**src/hdl/phy_vendor_config_defines.vh**
```
// Purpose: Offsets, field positions and reset values of the vendor PHY registers
// Assumes: Management register numbers are 5 bits, data words are 16 bits
// Notes:   Definitions only
`ifndef PHY_VENDOR_CONFIG_DEFINES_VH
`define PHY_VENDOR_CONFIG_DEFINES_VH

// ****************************************************************
// Register numbers
// ****************************************************************
`define TENBASE_CONFIG_STATUS_OFS 5'h12
`define POWER_DOWN_SELECT_OFS 5'h13
`define SPECIFIED_CONFIGURATION_OFS 5'h14

// ****************************************************************
// Ten-base configuration and status fields
// ****************************************************************
`define TB_RESERVED_HI_BIT 15
`define TB_LINK_PULSE_BIT 14
`define TB_HEARTBEAT_BIT 13
`define TB_SQUELCH_BIT 12
`define TB_JABBER_BIT 11
`define TB_SPARE_A_BIT 10
`define TB_SPARE_B_BIT 1
`define TB_POLARITY_BIT 0
`define TB_LINK_PULSE_RST 1'h1
`define TB_HEARTBEAT_RST 1'h1
`define TB_SQUELCH_RST 1'h1
`define TB_JABBER_RST 1'h1
`define TB_SPARE_A_RST 1'h0
`define TB_SPARE_B_RST 1'h1

// ****************************************************************
// Power-down select fields
// ****************************************************************
`define PD_SEL_MSB 8
`define PD_SEL_RST 9'h000

// ****************************************************************
// Specified configuration fields
// ****************************************************************
`define SC_TEST_ONE_BIT 15
`define SC_TEST_TWO_BIT 14
`define SC_FORCE_SD_BIT 13
`define SC_TEST_THREE_BIT 12
`define SC_PREAMBLE_BIT 11
`define SC_TX_PWR_BIT 10
`define SC_AN_PWR_BIT 9
`define SC_RESERVED_BIT 8
`define SC_XOVER_STATE_BIT 7
`define SC_AN_LOOP_BIT 6
`define SC_XOVER_VALUE_BIT 5
`define SC_XOVER_FORCE_BIT 4
`define SC_MON_HIGH_BIT 3
`define SC_MON_LOW_BIT 2
`define SC_RMII_VER_BIT 1
`define SC_COMMON_POWER_DOWN_VALUE_BIT 0
`define SC_RW_RST 16'h0000

// ****************************************************************
// Preamble trimming counts
// ****************************************************************
`define PREAMBLE_CUT_LONG 4'ha
`define PREAMBLE_CUT_SHORT 4'h5
`define PREAMBLE_CUT_NONE 4'h0

`endif

```
**src/hdl/crossover_resolve.v**
```verilog
// Purpose: Resolve the crossover pair mapping from auto detection or override
// Assumes: Auto detection result is synchronous to the core clock
// Notes:   Result is registered
`timescale 1ns/10ps
module crossover_resolve (
  // Clock and reset
  input wire i_core_clk,
  input wire i_nrst,
  // Controls
  input wire i_force,
  input wire i_force_value,
  input wire i_auto_mdix,
  // Result
  output reg o_crossover_state
);

  // ****************************************************************
  // Crossover state register
  // ****************************************************************
  // Override picks the forced value, else the auto result is followed
  always @(posedge i_core_clk or negedge i_nrst) begin
    if (!i_nrst) begin
      o_crossover_state <= 1'b0;
    end else if (i_force) begin
      o_crossover_state <= i_force_value;
    end else begin
      o_crossover_state <= i_auto_mdix;
    end
  end

endmodule

```
**src/hdl/phy_vendor_config_regs.v**
```verilog
// Purpose: Vendor configuration and status registers 18, 19 and 20 of the PHY
// Assumes: Management port strobes are one-cycle pulses on i_core_clk
// Notes:   Read data is captured on the clock edge that takes the read strobe
`timescale 1ns/10ps
`include "phy_vendor_config_defines.vh"
module phy_vendor_config_regs #(
  parameter PD_COUNT = 9
) (
  // Clock and reset
  input wire i_core_clk,
  input wire i_nrst,
  // Management register port
  input wire [4:0] i_reg_addr,
  input wire i_reg_wr,
  input wire [15:0] i_reg_wdata,
  input wire i_reg_rd,
  output reg [15:0] o_reg_rdata,
  output reg o_reg_hit,
  // Status from the PHY datapath
  input wire i_speed_10m,
  input wire i_full_duplex,
  input wire i_rx_polarity_reversed,
  input wire i_signal_detect,
  input wire i_auto_mdix,
  input wire i_preamble_long_cut,
  // Ten-base controls
  output reg o_link_pulse_enable,
  output reg o_force_good_link,
  output reg o_heartbeat_active,
  output reg o_squelch_normal,
  output reg o_jabber_function_enable,
  // Power-down controls
  output reg [PD_COUNT-1:0] o_power_down,
  // Specified configuration controls
  output reg o_signal_detect,
  output reg o_preamble_reduce,
  output reg [3:0] o_preamble_cut_bits,
  output reg o_tx_10m_power_saving,
  output reg o_autoneg_power_saving,
  output reg o_autoneg_digital_loopback,
  output wire o_crossover_state,
  output reg [2:0] o_test_select,
  output reg [1:0] o_monitor_select,
  output reg o_rmii_version
);

  // ****************************************************************
  // Decode helper
  // ****************************************************************
  // True when the port address names the given register
  function is_reg;
    input [4:0] addr;
    input [4:0] num;
    begin
      is_reg = (addr == num);
    end
  endfunction

  // ****************************************************************
  // Storage
  // ****************************************************************
  reg link_pulse_enable; // Ten-base link pulses on
  reg heartbeat_enable; // Heartbeat on
  reg squelch_select; // Normal squelch when set
  reg jabber_function_enable; // Jabber on
  reg tb_spare_a; // Writable spare bit 10
  reg tb_spare_b; // Writable spare bit 1
  reg polarity_reversed_flag; // Receive polarity status
  reg [PD_COUNT-1:0] pd_select; // Per-circuit power-down selects
  reg test_select_one; // Vendor test select
  reg test_select_two; // Vendor test select
  reg test_select_three; // Vendor test select
  reg force_signal_detect; // Force 100M signal detect
  reg preamble_saving_enable; // Preamble trimming request
  reg tx_10m_power_saving; // 10M transmit power saving
  reg autoneg_power_saving_disable; // Inverted autoneg saving control
  reg autoneg_digital_loopback; // Autoneg loopback test
  reg crossover_force_value; // Forced pair mapping
  reg crossover_force; // Crossover override
  reg monitor_select_high; // Vendor monitor select
  reg monitor_select_low; // Vendor monitor select
  reg rmii_version; // RMII version select
  reg common_power_down_value; // Value applied to selected circuits
  reg [15:0] next_rdata; // Read word being assembled
  reg next_hit; // Register number is mapped
  wire wr_tb; // Write to register 18
  wire wr_pd; // Write to register 19
  wire wr_sc; // Write to register 20

  assign wr_tb = i_reg_wr && is_reg(i_reg_addr, `TENBASE_CONFIG_STATUS_OFS);
  assign wr_pd = i_reg_wr && is_reg(i_reg_addr, `POWER_DOWN_SELECT_OFS);
  assign wr_sc = i_reg_wr && is_reg(i_reg_addr, `SPECIFIED_CONFIGURATION_OFS);

  // ****************************************************************
  // Ten-base configuration register
  // ****************************************************************
  // Writable fields; bit 15 and bits 9..2 are not stored
  always @(posedge i_core_clk or negedge i_nrst) begin
    if (!i_nrst) begin
      link_pulse_enable <= `TB_LINK_PULSE_RST;
      heartbeat_enable <= `TB_HEARTBEAT_RST;
      squelch_select <= `TB_SQUELCH_RST;
      jabber_function_enable <= `TB_JABBER_RST;
      tb_spare_a <= `TB_SPARE_A_RST;
      tb_spare_b <= `TB_SPARE_B_RST;
    end else if (wr_tb) begin
      link_pulse_enable <= i_reg_wdata[`TB_LINK_PULSE_BIT];
      heartbeat_enable <= i_reg_wdata[`TB_HEARTBEAT_BIT];
      squelch_select <= i_reg_wdata[`TB_SQUELCH_BIT];
      jabber_function_enable <= i_reg_wdata[`TB_JABBER_BIT];
      tb_spare_a <= i_reg_wdata[`TB_SPARE_A_BIT];
      tb_spare_b <= i_reg_wdata[`TB_SPARE_B_BIT];
    end
  end

  // Polarity status tracks the receive logic; writes never touch it
  always @(posedge i_core_clk or negedge i_nrst) begin
    if (!i_nrst) begin
      polarity_reversed_flag <= 1'b0;
    end else begin
      polarity_reversed_flag <= i_rx_polarity_reversed;
    end
  end

  // ****************************************************************
  // Power-down select register
  // ****************************************************************
  // Only the low nine bits are stored; upper bits drop on write
  always @(posedge i_core_clk or negedge i_nrst) begin
    if (!i_nrst) begin
      pd_select <= `PD_SEL_RST;
    end else if (wr_pd) begin
      pd_select <= i_reg_wdata[`PD_SEL_MSB:0];
    end
  end

  // ****************************************************************
  // Specified configuration register
  // ****************************************************************
  // Reset word held as a constant so each field can be picked from it
  localparam [15:0] SC_RST = `SC_RW_RST;
  // Bit 8 and bit 7 are not writable
  always @(posedge i_core_clk or negedge i_nrst) begin
    if (!i_nrst) begin
      test_select_one <= SC_RST[`SC_TEST_ONE_BIT];
      test_select_two <= SC_RST[`SC_TEST_TWO_BIT];
      force_signal_detect <= SC_RST[`SC_FORCE_SD_BIT];
      test_select_three <= SC_RST[`SC_TEST_THREE_BIT];
      preamble_saving_enable <= SC_RST[`SC_PREAMBLE_BIT];
      tx_10m_power_saving <= SC_RST[`SC_TX_PWR_BIT];
      autoneg_power_saving_disable <= SC_RST[`SC_AN_PWR_BIT];
      autoneg_digital_loopback <= SC_RST[`SC_AN_LOOP_BIT];
      crossover_force_value <= SC_RST[`SC_XOVER_VALUE_BIT];
      crossover_force <= SC_RST[`SC_XOVER_FORCE_BIT];
      monitor_select_high <= SC_RST[`SC_MON_HIGH_BIT];
      monitor_select_low <= SC_RST[`SC_MON_LOW_BIT];
      rmii_version <= SC_RST[`SC_RMII_VER_BIT];
      common_power_down_value <= SC_RST[`SC_COMMON_POWER_DOWN_VALUE_BIT];
    end else if (wr_sc) begin
      test_select_one <= i_reg_wdata[`SC_TEST_ONE_BIT];
      test_select_two <= i_reg_wdata[`SC_TEST_TWO_BIT];
      force_signal_detect <= i_reg_wdata[`SC_FORCE_SD_BIT];
      test_select_three <= i_reg_wdata[`SC_TEST_THREE_BIT];
      preamble_saving_enable <= i_reg_wdata[`SC_PREAMBLE_BIT];
      tx_10m_power_saving <= i_reg_wdata[`SC_TX_PWR_BIT];
      autoneg_power_saving_disable <= i_reg_wdata[`SC_AN_PWR_BIT];
      autoneg_digital_loopback <= i_reg_wdata[`SC_AN_LOOP_BIT];
      crossover_force_value <= i_reg_wdata[`SC_XOVER_VALUE_BIT];
      crossover_force <= i_reg_wdata[`SC_XOVER_FORCE_BIT];
      monitor_select_high <= i_reg_wdata[`SC_MON_HIGH_BIT];
      monitor_select_low <= i_reg_wdata[`SC_MON_LOW_BIT];
      rmii_version <= i_reg_wdata[`SC_RMII_VER_BIT];
      common_power_down_value <= i_reg_wdata[`SC_COMMON_POWER_DOWN_VALUE_BIT];
    end
  end

  // ****************************************************************
  // Crossover resolution
  // ****************************************************************
  crossover_resolve u_crossover (
    .i_core_clk(i_core_clk),
    .i_nrst(i_nrst),
    .i_force(crossover_force),
    .i_force_value(crossover_force_value),
    .i_auto_mdix(i_auto_mdix),
    .o_crossover_state(o_crossover_state)
  );

  // ****************************************************************
  // Read data assembly
  // ****************************************************************
  // Builds the read word for the addressed register, zero elsewhere
  always @* begin
    next_rdata = 16'h0000;
    next_hit = 1'b1;
    if (is_reg(i_reg_addr, `TENBASE_CONFIG_STATUS_OFS)) begin
      next_rdata[`TB_RESERVED_HI_BIT] = 1'b0;
      next_rdata[`TB_LINK_PULSE_BIT] = link_pulse_enable;
      next_rdata[`TB_HEARTBEAT_BIT] = heartbeat_enable;
      next_rdata[`TB_SQUELCH_BIT] = squelch_select;
      next_rdata[`TB_JABBER_BIT] = jabber_function_enable;
      next_rdata[`TB_SPARE_A_BIT] = tb_spare_a;
      next_rdata[`TB_SPARE_B_BIT] = tb_spare_b;
      next_rdata[`TB_POLARITY_BIT] = polarity_reversed_flag;
    end else if (is_reg(i_reg_addr, `POWER_DOWN_SELECT_OFS)) begin
      next_rdata[`PD_SEL_MSB:0] = pd_select;
    end else if (is_reg(i_reg_addr, `SPECIFIED_CONFIGURATION_OFS)) begin
      next_rdata[`SC_TEST_ONE_BIT] = test_select_one;
      next_rdata[`SC_TEST_TWO_BIT] = test_select_two;
      next_rdata[`SC_FORCE_SD_BIT] = force_signal_detect;
      next_rdata[`SC_TEST_THREE_BIT] = test_select_three;
      next_rdata[`SC_PREAMBLE_BIT] = preamble_saving_enable;
      next_rdata[`SC_TX_PWR_BIT] = tx_10m_power_saving;
      next_rdata[`SC_AN_PWR_BIT] = autoneg_power_saving_disable;
      next_rdata[`SC_RESERVED_BIT] = 1'b0;
      next_rdata[`SC_XOVER_STATE_BIT] = o_crossover_state;
      next_rdata[`SC_AN_LOOP_BIT] = autoneg_digital_loopback;
      next_rdata[`SC_XOVER_VALUE_BIT] = crossover_force_value;
      next_rdata[`SC_XOVER_FORCE_BIT] = crossover_force;
      next_rdata[`SC_MON_HIGH_BIT] = monitor_select_high;
      next_rdata[`SC_MON_LOW_BIT] = monitor_select_low;
      next_rdata[`SC_RMII_VER_BIT] = rmii_version;
      next_rdata[`SC_COMMON_POWER_DOWN_VALUE_BIT] = common_power_down_value;
    end else begin
      // Register numbers outside this bank answer zero, no hit
      next_hit = 1'b0;
    end
  end

  // Read data and hit flag are held until the next read strobe
  always @(posedge i_core_clk or negedge i_nrst) begin
    if (!i_nrst) begin
      o_reg_rdata <= 16'h0000;
      o_reg_hit <= 1'b0;
    end else if (i_reg_rd) begin
      o_reg_rdata <= next_rdata;
      o_reg_hit <= next_hit;
    end
  end

  // ****************************************************************
  // Ten-base control outputs
  // ****************************************************************
  // Link pulses and forced link only steer 10M operation
  always @(posedge i_core_clk or negedge i_nrst) begin
    if (!i_nrst) begin
      o_link_pulse_enable <= 1'b0;
      o_force_good_link <= 1'b0;
      o_heartbeat_active <= 1'b0;
      o_squelch_normal <= 1'b1;
      o_jabber_function_enable <= 1'b0;
    end else begin
      o_link_pulse_enable <= i_speed_10m && link_pulse_enable;
      o_force_good_link <= i_speed_10m && !link_pulse_enable;
      o_heartbeat_active <= heartbeat_enable && !i_full_duplex;
      o_squelch_normal <= squelch_select;
      o_jabber_function_enable <= jabber_function_enable;
    end
  end

  // ****************************************************************
  // Per-circuit power-down
  // ****************************************************************
  // Each selected circuit takes the common power-down value
  genvar gi;
  generate
    for (gi = 0; gi < PD_COUNT; gi = gi + 1) begin : g_pd
      always @(posedge i_core_clk or negedge i_nrst) begin
        if (!i_nrst) begin
          o_power_down[gi] <= 1'b0;
        end else begin
          o_power_down[gi] <= pd_select[gi] && common_power_down_value;
        end
      end
    end
  endgenerate

  // ****************************************************************
  // Specified configuration control outputs
  // ****************************************************************
  // Signal detect override, preamble trimming, power saving, loopback
  always @(posedge i_core_clk or negedge i_nrst) begin
    if (!i_nrst) begin
      o_signal_detect <= 1'b0;
      o_preamble_reduce <= 1'b0;
      o_preamble_cut_bits <= `PREAMBLE_CUT_NONE;
      o_tx_10m_power_saving <= 1'b0;
      o_autoneg_power_saving <= 1'b0;
      o_autoneg_digital_loopback <= 1'b0;
      o_test_select <= 3'h0;
      o_monitor_select <= 2'h0;
      o_rmii_version <= 1'b0;
    end else begin
      o_signal_detect <= force_signal_detect || i_signal_detect;
      o_preamble_reduce <= preamble_saving_enable && tx_10m_power_saving;
      if (preamble_saving_enable && tx_10m_power_saving) begin
        if (i_preamble_long_cut) begin
          o_preamble_cut_bits <= `PREAMBLE_CUT_LONG;
        end else begin
          o_preamble_cut_bits <= `PREAMBLE_CUT_SHORT;
        end
      end else begin
        o_preamble_cut_bits <= `PREAMBLE_CUT_NONE;
      end
      o_tx_10m_power_saving <= tx_10m_power_saving;
      o_autoneg_power_saving <= !autoneg_power_saving_disable;
      o_autoneg_digital_loopback <= autoneg_digital_loopback;
      o_test_select <= {test_select_three, test_select_two, test_select_one};
      o_monitor_select <= {monitor_select_high, monitor_select_low};
      o_rmii_version <= rmii_version;
    end
  end

endmodule

```
**config.mk**
```make
export PLATFORM = sky130hd
export DESIGN_NAME = phy_vendor_config_regs
export DESIGN_NICKNAME = d
export VERILOG_FILES = /design/src/hdl/crossover_resolve.v /design/src/hdl/phy_vendor_config_regs.v
export VERILOG_INCLUDE_DIRS = /design/src /design/src/hdl
export SDC_FILE = /design/constraint.sdc
export NUM_CORES = 1
export LEC_CHECK = 0
export ABC_CLOCK_PERIOD_IN_PS = 2200
export BUFFER_PORTS_ARGS = -buffer_cell sky130_fd_sc_hd__buf_2
export CORE_ASPECT_RATIO = 0.5
export CORE_MARGIN = 5
export CORE_UTILIZATION = 45
export CTS_BUF_LIST = sky130_fd_sc_hd__clkbuf_4 sky130_fd_sc_hd__clkbuf_8
export CTS_CLUSTER_SIZE = 16
export DETAILED_ROUTE_END_ITERATION = 8
export PLACE_DENSITY = 0.7
export SLEW_MARGIN = 20
export SYNTH_ARGS = -nofsm -noshare
export SYNTH_HDL_FRONTEND = slang
export SYNTH_SLANG_ARGS = --single-unit
```
**constraint.sdc**
```tcl
create_clock -name i_core_clk -period 2.2 [get_ports i_core_clk]
set_input_delay 0.22 -clock i_core_clk [delete_from_list [all_inputs] [get_ports i_core_clk]]
set_output_delay 0.22 -clock i_core_clk [all_outputs]
set_load 0.01 [all_outputs]
```
==> results by group <==
Run status
  • Outcome: finished clean

Synthesis
  • Yosys cell types: 30
  • Yosys warning count: 0
  • Syn Nets: 241
  • Synthesized area: 2960 um^2
  • Seq/Total Area, Yosys: 63.7%
  • EDFF count, synth: 0
  • Synth Instances: 210
  • Async SR Flop Fraction: 100%
  • Most used DFF post-synth: dfrtp_1
  • Post-synthesis register bit count: 75
  • Synthesized area per cell: around 14 um^2

Worst setup path
  • Slowest cell on crit path: and3_1
  • Critical path's top delay family: simple AND/OR/NAND/NOR gates
  • Reg2reg end: o_reg_rdata[0]$_DFFE_PN0P_
  • Bufs and invs on worst path: 1
  • R2R Setup Slk: approximately 980 ps
  • CP Data Required Time: ~2400 ps
  • Crit-path cells: buf_2 -> and4bb_2 -> and3_1 -> mux2_2
  • Slowest stage delay, CP: roughly 460 ps
  • FF-to-FF path depth: 2
  • Crit path launch type: primary input
  • Crit. End Element: flip-flop
  • Critical R2R Launch: common_power_down_value$_DFFE_PN0P_
  • Setup CP Type: primary input to flip-flop
  • Crit Path Max Fanout: 9
  • Worst Path Arrival: between 1500 and 2000 ps

STA
  • RSZ-0062 raised after global routing: false
  • Final Max Tran Viols: 0
  • Fmax: 697 MHz
  • Fin crit period: between 1000 and 1500 ps
  • Fin. Hold Viols: 0
  • Setup TNS: 0 ps
  • Worst Tran Pin Value: 924 ps
  • Fin crit share: 65.3%
  • Final clock skew: about 5.0 ps
  • Setup Viol. Count Final: 0
  • Max-slew headroom: about two fifths

Drt
  • # DRC: 0
  • Detailed Route WL: 6220 um
  • Wire length per cell: between 15 and 20 um
  • DRT iter0 DRCs: around 100
  • Router iterations before antenna repair: 4
  • Antenna-violating nets left: 0
  • Vias post-DR: roughly 1,900
  • Vias per inst: around 5

Final layout
  • Area of the multi-input gates: just over 900 um^2
  • Layout cells sized above 1: a little under half
  • # fillers: roughly 530
  • Seq. cell area: 1880 um^2
  • # diodes: 0
  • P&R area growth vs syn: 22.6%
  • Final core utilization: 58.2%
  • Most common cell after layout, fill and taps aside: buf_2
  • Final #Nets: roughly 320
  • Most frequent cells in the layout: 76 x buf_2, 69 x dfrtp_1, 20 x mux2_2

Power
  • Pwr/cell area: 903 nW/um^2
  • Leakage: between 1.5 and 2 nW
  • Power Internal: roughly 2.5 mW
  • P_sw: 785 uW
  • Sw Share: 24.0%
  • VDD IR-drop max: around 320 uV
  • Flop pwr share: around half
  • Logic pwr share: between 10% and 20%
  • Clock Power Share: between 30% and 40%

Clock network
  • Root Buffer: clkbuf_8
  • Htree depth: 3
  • Post-CTS setup buffers: 0
  • TritonCTS clock tree: built
  • Cts bufs inserted: 9
  • CTS Hold Buffers Added: 1
  • Cts repair resizes: 0
  • Clk pin slew, worst setup/hold paths: 70 ps
  • Max Root-Sink Buffers: 2
  • CTS sink count: 75
  • Worst-skew pair later-pin latency: roughly 340 ps

Global route
  • Total grt overflow: 0
  • Vias in the first global route: around 2,100
  • First-pass GRT wire length: about 11,000 um
  • Pin count of the biggest net entering global routing: between 70 and 80
  • Total Routing Usage GR: between 15 and 20%
  • Initial antenna violation count: 0

Floorplan
  • Die ar.: about 8400 um^2
  • Die H: just under 70 um
  • Core ar.: ~6200 um^2
  • Chip width: between 100 and 150 um
  • Top-level port count: 78
  • Number of core rows: 20
  • Initial Util: roughly 48%

Flow run
  • Max-Cap Viols: 0

Placed design
  • Post-DP HPWL: 4290 um
  • Input/output buffers: 77
  • Global placement routability congestion: approximately 0.85

Hold path
  • Worst min path class: primary input to async pin
==> layout make-up <==
type / instances / share of cell area, %
multi-input combinational: 106 / 25.3
tap: 88 / 3.03
clock buffer: 12 / 4.21
inverter: 16 / 1.66
timing repair buffer: 82 / 11.8
clock inverter: 4 / 2.03
sequential: 75 / 51.9
==> worst reg2reg max path, delay by kind of cell, from the launching register on <==
kind | cells | cell delay [ps]
AOI/OAI and AO/OA | 2 | 620
DFF | 1 | 490
==> cells in the mapped netlist (all sizes together), types with 2 or more instances <==
cell type	count	share of area (%)
nor2	2	0.25
a32o	2	0.68
inv	16	2.0
nor4b	2	1.6
clkbuf	5	0.63
o221ai	5	1.5
mux2	30	13
dfstp	6	5.3
nor2b	5	1.1
and3	5	1.1
a32oi	6	1.8
buf	8	2.6
and2	17	3.6
dfrtp	69	58
nand4	5	1.1
a221o	2	0.68
nand2	9	1.1
o22ai	9	1.9
==> logic make-up after synthesis <==
group / synth area share [%]
flops: 63.7
simple gates: 10.9
mux: 13.0
buf+inv: 5.28
compound gates: 7.14
==> flip-flops by register name, summed over array words and instances (netlist names), 2 cells and up <==
register / flops
o_monitor_select: 2
o_power_down: 9
o_preamble_cut_bits: 2
o_reg_rdata: 16
o_test_select: 3
pd_select: 9
==> power by group through the flow <==
stage	registers, mW	clock network, mW	logic [mW]
after floorplan	1.72	0	0.202
after global placement	1.71	0	0.401
after detailed placement	1.72	0	0.417
after CTS	1.69	1.21	0.420
after global routing	1.72	1.27	0.455
final	1.69	1.18	0.411
==> metrics by stage <==
| stage | instance area, um^2 | total power, mW | hold WS, ps | std cells | setup slack, ps |
|---|---|---|---|---|---|
| 4_1_cts | 3630 | 3.32 | 9.07 | 383 | 793 |
| 3_5_place_dp | 3390 | 2.13 | 330 | 366 | 435 |
| 3_3_place_gp | 3390 | 2.11 | 329 | 366 | 479 |
| 6_report | 3630 | 3.28 | 19.1 | 383 | 764 |
| 2_1_floorplan | 2960 | 1.92 | -75.6 | 210 | 715 |
| 5_1_grt | 3630 | 3.45 | 4.53 | 383 | 723 |
==> worst max-delay path by stage <==
stage	start	to	cells after the start
floorplan	i_reg_addr[3]	autoneg_digital_loopback$_DFFE_PN0P_	5
global placement	i_reg_addr[3]	pd_select[7]$_DFFE_PN0P_	4
detailed placement	i_reg_addr[2]	pd_select[3]$_DFFE_PN0P_	4
CTS	i_reg_addr[2]	pd_select[6]$_DFFE_PN0P_	4
global route	i_reg_addr[2]	pd_select[0]$_DFFE_PN0P_	4
finish	i_reg_addr[3]	pd_select[6]$_DFFE_PN0P_	4
==> layer usage <==
metal  vias to the layer above  global-route usage (%)  part of all wire [%]
met3                         8                    5.13                   4.7
met1                       962                    18.9                    44
li1                        905                       -                     -
met4                         0                    6.42                  0.95
met2                        54                    29.0                    51
met5                         -                       0                     0
Power figures use the tool's default switching activity.
